## src/rtl/pmme_pkg.sv

```systemverilog
// Shared constants and types of the pipelined matrix multiply engine.
package pmme_pkg;

	// Address generator width and the word space it spans.
	localparam int unsigned ADDR_W     = 16;
	localparam int unsigned ADDR_SPACE = 65536;

	// Default operand width and accumulator width.
	localparam int unsigned DATA_W_DEF = 16;
	localparam int unsigned ACC_W_DEF  = 40;
	localparam int unsigned CNT_W_DEF  = 16;

	// Stages between the last issue and the last product write.
	localparam logic [2:0] PIPE_DEPTH  = 3'h4;

	// Reset value of pointers and displacements.
	localparam logic [ADDR_W-1:0] ADDR_RST = 16'h0000;

	// Address generator operation.
	typedef enum logic [1:0] {
		PMME_OP_HOLD,
		PMME_OP_LOAD,
		PMME_OP_ADD
	} pmme_op_e;

	// Sequencer states.
	typedef enum logic [1:0] {
		PMME_ST_IDLE,
		PMME_ST_RUN,
		PMME_ST_DRAIN
	} pmme_state_e;

endpackage

```

## src/rtl/pmme_agen_if.sv

```systemverilog
// Link between the sequencer and one ALU address generator.
`timescale 1ns/1ps
`default_nettype none
interface pmme_agen_if;
	import pmme_pkg::*;

	pmme_op_e            op;
	logic [ADDR_W-1:0]   value;
	logic [ADDR_W-1:0]   addr;

	modport ctrl (output op, output value, input addr);
	modport alu  (input op, input value, output addr);
endinterface
`default_nettype wire

```

## src/rtl/pmme_agen.sv

```systemverilog
// ALU address generator: pointer plus displacement into an output register.
`timescale 1ns/1ps
`default_nettype none
module pmme_agen
(
	input  wire logic    clk,
	input  wire logic    rst,
	pmme_agen_if.alu     ag
);
	import pmme_pkg::*;

	logic [ADDR_W-1:0] addr_r;
	logic [ADDR_W-1:0] sum;

	////////////////////////////////////////////////////////////////////////
	// The ALU adds the registered displacement to the current pointer.
	always_comb
	begin
		sum = addr_r + ag.value;
	end

	// The output register is both the pointer and the memory address.
	always_ff @(posedge clk or posedge rst)
	begin
		if (rst)
			addr_r <= ADDR_RST;
		else
		begin
			unique case (ag.op)
				PMME_OP_HOLD: addr_r <= addr_r;
				PMME_OP_LOAD: addr_r <= ag.value;
				PMME_OP_ADD:  addr_r <= sum;
			endcase
		end
	end

	assign ag.addr = addr_r;

	////////////////////////////////////////////////////////////////////////
	a_alu_sum_add: assert property (@(posedge clk) disable iff (rst)
		ag.op == PMME_OP_ADD |=> addr_r == $past(addr_r) + $past(ag.value))
		else $error("Address generator did not add the displacement.");

	a_alu_load_base: assert property (@(posedge clk) disable iff (rst)
		ag.op == PMME_OP_LOAD |=> addr_r == $past(ag.value))
		else $error("Address generator did not load the base pointer.");
endmodule
`default_nettype wire

```

## src/rtl/pmme_engine.sv

```systemverilog
// Top of the four-stage pipelined matrix multiply engine.
//
// Summary of operation
// - Walking the second matrix by column, its pointer steps by that matrix's column stride.
// - Every new address other than a loaded base or row/column start is the ALU sum of the current pointer and a displacement.
// - Each address generator is 16 bits wide, covering 64K words.
// - Addressing, memory read, multiply-accumulate and write all run concurrently each cycle.
// - Stage one adds registered inputs and holds the result in the address output register.
// - The two registered operands are multiplied and the product added into the accumulator.
// - A finished sum moves to a separate output register so the next sum can start.
// - Three banks let one entry of each operand be read and one product written per cycle.
// - Each bank has its own address generator, all working at once.
// - The product address appears in the same cycle as the product data.
// - With the pipeline full one unit operation completes every clock.
// - Three nested loops run over rows of the first, columns of the second, columns of the first.
// - Sequentially stored matrices are read row after row with a displacement of one.
// - Two interleaved matrices are each read with a displacement of two.
`timescale 1ns/1ps
`default_nettype none
module pmme_engine
#(
	parameter int unsigned DATA_W = pmme_pkg::DATA_W_DEF,
	parameter int unsigned ACC_W  = pmme_pkg::ACC_W_DEF,
	parameter int unsigned CNT_W  = pmme_pkg::CNT_W_DEF
)
(
	input  wire logic                       clk,
	input  wire logic                       rst,
	input  wire logic                       start,
	input  wire logic [CNT_W-1:0]           first_matrix_row_count,
	input  wire logic [CNT_W-1:0]           first_matrix_column_count,
	input  wire logic [CNT_W-1:0]           second_matrix_column_count,
	input  wire logic [pmme_pkg::ADDR_W-1:0] a_base,
	input  wire logic [pmme_pkg::ADDR_W-1:0] a_disp,
	input  wire logic [pmme_pkg::ADDR_W-1:0] a_row_disp,
	input  wire logic [pmme_pkg::ADDR_W-1:0] b_base,
	input  wire logic [pmme_pkg::ADDR_W-1:0] b_disp,
	input  wire logic [pmme_pkg::ADDR_W-1:0] b_col_disp,
	input  wire logic [pmme_pkg::ADDR_W-1:0] c_base,
	input  wire logic [pmme_pkg::ADDR_W-1:0] c_disp,
	input  wire logic [DATA_W-1:0]          rd_data_a,
	input  wire logic [DATA_W-1:0]          rd_data_b,
	output wire logic [pmme_pkg::ADDR_W-1:0] rd_addr_a,
	output wire logic [pmme_pkg::ADDR_W-1:0] rd_addr_b,
	output var  logic                       rd_en,
	output wire logic [pmme_pkg::ADDR_W-1:0] wr_addr_c,
	output var  logic [ACC_W-1:0]           wr_data_c,
	output var  logic                       wr_en,
	output var  logic                       busy,
	output var  logic                       done
);
	import pmme_pkg::*;

	// One generator per bank so all three addresses move in one cycle.
	pmme_agen_if ag_a ();
	pmme_agen_if ag_b ();
	pmme_agen_if ag_c ();

	pmme_agen u_agen_a (.clk(clk), .rst(rst), .ag(ag_a.alu));
	pmme_agen u_agen_b (.clk(clk), .rst(rst), .ag(ag_b.alu));
	pmme_agen u_agen_c (.clk(clk), .rst(rst), .ag(ag_c.alu));

	pmme_state_e         st_r;
	logic [CNT_W-1:0]    rows_r, cols_a_r, cols_b_r;
	logic [CNT_W-1:0]    i_r, k_r, j_r;
	logic [ADDR_W-1:0]   a_disp_r, a_row_disp_r, b_disp_r, b_col_disp_r;
	logic [ADDR_W-1:0]   b_base_r, c_base_r, c_disp_r;
	logic [ADDR_W-1:0]   row_a_r, col_b_r;
	logic [2:0]          drain_r;
	pmme_op_e            a_op_r, b_op_r, c_op_r;
	logic [ADDR_W-1:0]   a_val_r, b_val_r, c_val_r;
	logic                iv_r, ifirst_r, ilast_r;
	logic                v1_r, first1_r, last1_r;
	logic                v2_r, first2_r, last2_r;
	logic                c_first_r;
	logic [DATA_W-1:0]   op_a_r, op_b_r;
	logic [ACC_W-1:0]    acc_r;
	logic [ACC_W-1:0]    prod;
	logic [ACC_W-1:0]    acc_nxt;
	logic                j_last, k_last, i_last, zero_cnt;

	assign ag_a.op    = a_op_r;
	assign ag_a.value = a_val_r;
	assign ag_b.op    = b_op_r;
	assign ag_b.value = b_val_r;
	assign ag_c.op    = c_op_r;
	assign ag_c.value = c_val_r;
	assign rd_addr_a  = ag_a.addr;
	assign rd_addr_b  = ag_b.addr;
	assign wr_addr_c  = ag_c.addr;

	// Loop end tests, shared by the sequencer and the issue stage.
	assign j_last   = (j_r == cols_a_r - 16'h0001);
	assign k_last   = (k_r == cols_b_r - 16'h0001);
	assign i_last   = (i_r == rows_r - 16'h0001);
	assign zero_cnt = (first_matrix_row_count == '0) ||
		(first_matrix_column_count == '0) || (second_matrix_column_count == '0);

	////////////////////////////////////////////////////////////////////////
	// Loop sequencer: i over first rows, k over second columns, j inner.
	always_ff @(posedge clk or posedge rst)
	begin
		if (rst)
		begin
			st_r    <= PMME_ST_IDLE;
			i_r     <= '0;
			k_r     <= '0;
			j_r     <= '0;
			drain_r <= 3'h0;
			done    <= 1'b0;
			busy    <= 1'b0;
		end
		else
		begin
			done <= 1'b0;
			unique case (st_r)
				PMME_ST_IDLE:
				begin
					i_r <= '0;
					k_r <= '0;
					j_r <= '0;
					// An empty matrix finishes at once instead of hanging.
					if (start && zero_cnt)
						done <= 1'b1;
					else if (start)
					begin
						st_r <= PMME_ST_RUN;
						busy <= 1'b1;
					end
				end
				PMME_ST_RUN:
				begin
					drain_r <= 3'h0;
					if (!j_last)
						j_r <= j_r + 16'h0001;
					else
					begin
						j_r <= '0;
						if (!k_last)
							k_r <= k_r + 16'h0001;
						else
						begin
							k_r <= '0;
							i_r <= i_r + 16'h0001;
							if (i_last)
								st_r <= PMME_ST_DRAIN;
						end
					end
				end
				PMME_ST_DRAIN:
				begin
					// Let the last entry flow out of all four stages.
					drain_r <= drain_r + 3'h1;
					if (drain_r == PIPE_DEPTH - 3'h1)
					begin
						st_r <= PMME_ST_IDLE;
						busy <= 1'b0;
						done <= 1'b1;
					end
				end
				default:
					st_r <= PMME_ST_IDLE;
			endcase
		end
	end

	// Controller-supplied pointers and displacements, held for the run.
	always_ff @(posedge clk or posedge rst)
	begin
		if (rst)
		begin
			rows_r       <= '0;
			cols_a_r     <= '0;
			cols_b_r     <= '0;
			a_disp_r     <= ADDR_RST;
			a_row_disp_r <= ADDR_RST;
			b_disp_r     <= ADDR_RST;
			b_col_disp_r <= ADDR_RST;
			b_base_r     <= ADDR_RST;
			c_base_r     <= ADDR_RST;
			c_disp_r     <= ADDR_RST;
		end
		else if (st_r == PMME_ST_IDLE && start)
		begin
			rows_r       <= first_matrix_row_count;
			cols_a_r     <= first_matrix_column_count;
			cols_b_r     <= second_matrix_column_count;
			a_disp_r     <= a_disp;
			a_row_disp_r <= a_row_disp;
			b_disp_r     <= b_disp;
			b_col_disp_r <= b_col_disp;
			b_base_r     <= b_base;
			c_base_r     <= c_base;
			c_disp_r     <= c_disp;
		end
	end

	// Start-of-row pointer of A and start-of-column pointer of B.
	always_ff @(posedge clk or posedge rst)
	begin
		if (rst)
		begin
			row_a_r <= ADDR_RST;
			col_b_r <= ADDR_RST;
		end
		else if (st_r == PMME_ST_IDLE && start)
		begin
			row_a_r <= a_base;
			col_b_r <= b_base;
		end
		else if (st_r == PMME_ST_RUN && j_last)
		begin
			if (k_last)
			begin
				row_a_r <= row_a_r + a_row_disp_r;
				col_b_r <= b_base_r;
			end
			else
				col_b_r <= col_b_r + b_col_disp_r;
		end
	end

	////////////////////////////////////////////////////////////////////////
	// Issue stage: one A and one B operation per run cycle, no bubbles.
	always_ff @(posedge clk or posedge rst)
	begin
		if (rst)
		begin
			a_op_r   <= PMME_OP_HOLD;
			b_op_r   <= PMME_OP_HOLD;
			a_val_r  <= ADDR_RST;
			b_val_r  <= ADDR_RST;
			iv_r     <= 1'b0;
			ifirst_r <= 1'b0;
			ilast_r  <= 1'b0;
		end
		else if (st_r == PMME_ST_RUN)
		begin
			iv_r     <= 1'b1;
			ifirst_r <= (j_r == '0);
			ilast_r  <= j_last;
			a_op_r   <= (j_r == '0) ? PMME_OP_LOAD : PMME_OP_ADD;
			a_val_r  <= (j_r == '0) ? row_a_r : a_disp_r;
			b_op_r   <= (j_r == '0) ? PMME_OP_LOAD : PMME_OP_ADD;
			b_val_r  <= (j_r == '0) ? col_b_r : b_disp_r;
		end
		else
		begin
			iv_r     <= 1'b0;
			ifirst_r <= 1'b0;
			ilast_r  <= 1'b0;
			a_op_r   <= PMME_OP_HOLD;
			b_op_r   <= PMME_OP_HOLD;
		end
	end

	// Entry markers ride along with the data through each stage.
	always_ff @(posedge clk or posedge rst)
	begin
		if (rst)
		begin
			v1_r     <= 1'b0;
			first1_r <= 1'b0;
			last1_r  <= 1'b0;
			v2_r     <= 1'b0;
			first2_r <= 1'b0;
			last2_r  <= 1'b0;
			rd_en    <= 1'b0;
		end
		else
		begin
			v1_r     <= iv_r;
			first1_r <= ifirst_r;
			last1_r  <= ilast_r;
			rd_en    <= iv_r;
			v2_r     <= v1_r;
			first2_r <= first1_r;
			last2_r  <= last1_r;
		end
	end

	// Product bank address issued two cycles ahead, so it meets the data.
	always_ff @(posedge clk or posedge rst)
	begin
		if (rst)
		begin
			c_op_r    <= PMME_OP_HOLD;
			c_val_r   <= ADDR_RST;
			c_first_r <= 1'b1;
		end
		else if (st_r == PMME_ST_IDLE && start)
		begin
			c_op_r    <= PMME_OP_HOLD;
			c_first_r <= 1'b1;
		end
		else if (v1_r && last1_r)
		begin
			c_op_r    <= c_first_r ? PMME_OP_LOAD : PMME_OP_ADD;
			c_val_r   <= c_first_r ? c_base_r : c_disp_r;
			c_first_r <= 1'b0;
		end
		else
			c_op_r <= PMME_OP_HOLD;
	end

	////////////////////////////////////////////////////////////////////////
	// Memory read stage ends by capturing both operands.
	always_ff @(posedge clk or posedge rst)
	begin
		if (rst)
		begin
			op_a_r <= '0;
			op_b_r <= '0;
		end
		else if (v1_r)
		begin
			op_a_r <= rd_data_a;
			op_b_r <= rd_data_b;
		end
	end

	// Multiply-accumulate; the first product of an entry replaces the sum.
	always_comb
	begin
		// Widen both operands first so the full product is never cut.
		prod    = ACC_W'(op_a_r) * ACC_W'(op_b_r);
		acc_nxt = first2_r ? prod : acc_r + prod;
	end

	always_ff @(posedge clk or posedge rst)
	begin
		if (rst)
			acc_r <= '0;
		else if (v2_r)
			acc_r <= acc_nxt;
	end

	// Finished sums leave through their own register, freeing the MAC.
	always_ff @(posedge clk or posedge rst)
	begin
		if (rst)
		begin
			wr_data_c <= '0;
			wr_en     <= 1'b0;
		end
		else
		begin
			wr_en <= v2_r && last2_r;
			if (v2_r && last2_r)
				wr_data_c <= acc_nxt;
		end
	end

	////////////////////////////////////////////////////////////////////////
	a_b_col_stride: assert property (@(posedge clk) disable iff (rst)
		(b_op_r == PMME_OP_ADD) |=> rd_addr_b == $past(rd_addr_b) + b_disp_r)
		else $error("Column walk of B did not use its stride.");

	a_write_aligned: assert property (@(posedge clk) disable iff (rst)
		(v2_r && last2_r) |=> wr_en && (wr_addr_c == ag_c.addr) &&
		$past(c_op_r) != PMME_OP_HOLD)
		else $error("Product address and data were not presented together.");

	a_mac_adds: assert property (@(posedge clk) disable iff (rst)
		(v2_r && !first2_r) |=> acc_r == $past(acc_r) + $past(prod))
		else $error("Accumulator did not add the product.");

	a_first_load: assert property (@(posedge clk) disable iff (rst)
		(v2_r && first2_r) |=> acc_r == $past(prod))
		else $error("New entry did not start from its first product.");

	a_out_separate: assert property (@(posedge clk) disable iff (rst)
		wr_en |-> wr_data_c == acc_r)
		else $error("Output register does not hold the finished sum.");

	a_issue_rate: assert property (@(posedge clk) disable iff (rst)
		(st_r == PMME_ST_RUN) |-> ##2 rd_en ##1 v2_r)
		else $error("Pipeline bubble while running.");

	a_loop_nest: assert property (@(posedge clk) disable iff (rst)
		(st_r == PMME_ST_RUN && j_last && !k_last) |=>
		(j_r == '0) && (k_r == $past(k_r) + 16'h0001) && (i_r == $past(i_r)))
		else $error("Inner loop wrap did not advance the middle loop.");

	a_stages_overlap: assert property (@(posedge clk) disable iff (rst)
		(iv_r && v1_r && v2_r) |-> ##1 (v1_r && v2_r && rd_en))
		else $error("Stages did not advance together.");

	a_done_after: assert property (@(posedge clk) disable iff (rst)
		(st_r == PMME_ST_DRAIN && drain_r == 3'h0) |-> ##4 done)
		else $error("Completion not flagged after the pipeline drained.");
endmodule
`default_nettype wire

```

## config.mk

```make
export PLATFORM = sky130hd
export DESIGN_NAME = pmme_engine
export DESIGN_NICKNAME = d
export VERILOG_FILES = /design/src/rtl/pmme_pkg.sv /design/src/rtl/pmme_agen_if.sv /design/src/rtl/pmme_agen.sv /design/src/rtl/pmme_engine.sv
export SDC_FILE = /design/constraint.sdc
export NUM_CORES = 2
export LEC_CHECK = 0
export BUFFER_PORTS_ARGS = -buffer_cell sky130_fd_sc_hd__buf_2
export CELL_PAD_IN_SITES_DETAIL_PLACEMENT = 0
export CELL_PAD_IN_SITES_GLOBAL_PLACEMENT = 1
export CORE_UTILIZATION = 51
export CTS_BUF_LIST = sky130_fd_sc_hd__clkbuf_16
export DETAILED_ROUTE_END_ITERATION = 10
export GPL_TIMING_DRIVEN = 0
export HOLD_SLACK_MARGIN = 0.1
export PLACE_DENSITY = 0.88
export SYNTH_ARGS = -nofsm -noshare
export SYNTH_HDL_FRONTEND = slang
export SYNTH_HIERARCHICAL = 1
export SYNTH_SLANG_ARGS = --single-unit
```

## constraint.sdc

```tcl
create_clock -name clk -period 24 [get_ports clk]
set_clock_uncertainty 0.1 [all_clocks]
set_input_delay 2.4 -clock clk [delete_from_list [all_inputs] [get_ports clk]]
set_output_delay 2.4 -clock clk [all_outputs]
set_load 0.02 [all_outputs]
```

==> results.toml <==
[outcome]
outcome = "completed"

[synthesis]
yosys.cell_types.count = 94
synth.most_common_cell = "nand2_1"
synthTopCellsByCount = "nand2_1, dfrtp_1, inv_1"
netlist_area_um2 = 34800
netlist_instances = 3929
synth_area_leaders = "dfrtp_1, fa_1, nand2_1, ha_1, a21oi_1"
async_flop_share_pct = 100
synth_edf_count = 0
synth_top_area_cell = "dfrtp_1"
synth_seq_cells = 469
synth.top_cell.area_share_pct = 33.7
seq_area_frac_synth_pct = 33.8
synthFlopType = "dfrtp_1"
postSynthNetCount = 4566
avgSynthCellArea_um2 = 8.85
yosysWarnings = 6

[setup_path]
cp_max_fo = 10
cpLargestDelayFamily = "adder cells"
worstPathRequired_ns = 24.40
end_kind = "flip-flop"
arrival_ns = 10.46
crit_top_cell = "fa_1"
slowest_delay_ns = 0.59
cp_slowest_cell = "dfrtp_1"
worstSetupPathType = "flip-flop to flip-flop"
critPathBufInv = 6
start_kind = "flip-flop"

[route]
drc = 0
ant_nets = 0
vias_per_cell = 5.58
via_count = 29100
routed_wl_mm = 100
dr.pass1.iters = 6
drt_iter0_markers = 1947
wl_per_cell_um = 19.2

[timing]
finalHoldViolations = 0
fin_crit_sh_pct = 41.9
post-route-min-period_ns = 10.06
relSlewSlack_pct = 37.2
worst_pin_slew_ns = 0.942
setup_viol_count_final = 0
fmax_mhz = 99.4
slew_violations = 0
tns_ns = 0
rsz0062_at_grt = "no"

[floorplan]
dieArea_um2 = 69200
rows = 95
start_util_pct = 51.7
die_x_um = 263
core_area_um2 = 67300
die_y_um = 263
io_pins = 303

[layout]
syn_to_final_growth_pct = 13.0
num-nets-final = 4927
top_regs = "acc_r (40), wr_data_c (40)"
final_layout_size_suffix_gt1_share_pct = 11.1

[run]
drv_cap = 0

[place]
dp_hpwl_mm = 76.8
gp_congestion = 0.917
io_buffers = 302

[clock_tree]
cts_tree = "yes"
clock_latency_ns = 0.64
cts.sinks = 469
holdBufCountCts = 0
ctsResizeCount = 0
clk_pin_slew_worst_paths_ns = 0.06
clockRootBuffer = "clkbuf_16"
numCtsBuffers = 54
cts_setup_buffers = 0
cts_buffer_depth = 3
htree_levels = 2

[global_route]
grt_pass1_vias = 29100
grt_max_degree = 120
grt_use_total_pct = 29.1
grt_pass1_wl_mm = 159
gr-total-overflow = 0
antenna_found_initial = 3

[worst_hold_path]
min_path_type = "flip-flop to flip-flop"
## cell families (layout without fill, tap and decap cells)
logic type	after synthesis	in the layout	synth area share, %
xor gates and xnor gates	194	194	4.89
muxes	148	148	4.43
other	0	3	0
AOI/OAI and AO/OA	715	715	12.5
buffers and inverters	465	871	5.14
DFF	469	469	33.8
adders and majority gates	426	426	19.7
and+or+nand+nor	1512	1512	19.6
## routing by layer
metal | routed length, um | GRT usage [%] | up-vias
met1 | 42300 | 37.9 | 14200
met5 | 0 | 0 | -
li1 | - | - | 13900
met3 | 5140 | 3.25 | 174
met2 | 49000 | 49.7 | 808
met4 | 3750 | 10.9 | 0
## stage by stage
step / setup slack, ns / utilization (%) / instances / instance area [um^2] / hold WS (ns)
floorplan: 9.78 / - / 3929 / 34800 / 0.231
global placement: 4.73 / 55.5 / 5104 / 37400 / 0.236
detailed placement: 14.11 / 55.7 / 5107 / 37500 / 0.238
CTS: 14.07 / 58.4 / 5208 / 39300 / 0.251
global route: 13.60 / 58.4 / 5210 / 39300 / 0.260
finish: 13.94 / 58.4 / 5211 / 39300 / 0.248
## layout by cell type (no fill, tap or decap), types with 129 or more instances in the layout
| cell type | synthesis | routed |
|---|---|---|
| nand2_1 | 830 | 830 |
| xnor2_1 | 129 | 129 |
| ha_1 | 226 | 226 |
| buf_2 | 9 | 311 |
| a21oi_1 | 244 | 244 |
| inv_1 | 296 | 303 |
| dfrtp_1 | 468 | 468 |
| o21ai_0 | 172 | 172 |
| fa_1 | 200 | 200 |
| clkbuf_1 | 146 | 146 |
| nor2_1 | 242 | 242 |
## final timing paths
kind | start | end | slack (ns) | cells after the start
max | op_a_r[9] | acc_r[39] | 13.94 | 30
min | iv_r | v1_r | 0.25 | 0
max reg2reg | op_a_r[9] | acc_r[39] | 13.94 | 30
min reg2reg | iv_r | v1_r | 0.25 | 0
max in group asynchronous | rst | wr_data_c[35] | 20.69 | 3
min in group asynchronous | rst | u_agen_a/ag.addr[12] | 1.95 | 2
## cell type report
cell class	count	area, um^2
timing repair buffer	305	1590
sequential	469	11700
buffer	164	657
tap	873	1090
multi-input combinational	2995	21200
clock inverter	47	475
antenna	3	7.51
clock buffer	54	1350
inverter	301	1140
fill	6233	28000
Power is not shown: default switching activity piles up to over one toggle a cycle in this logic, so the estimate is an artifact.
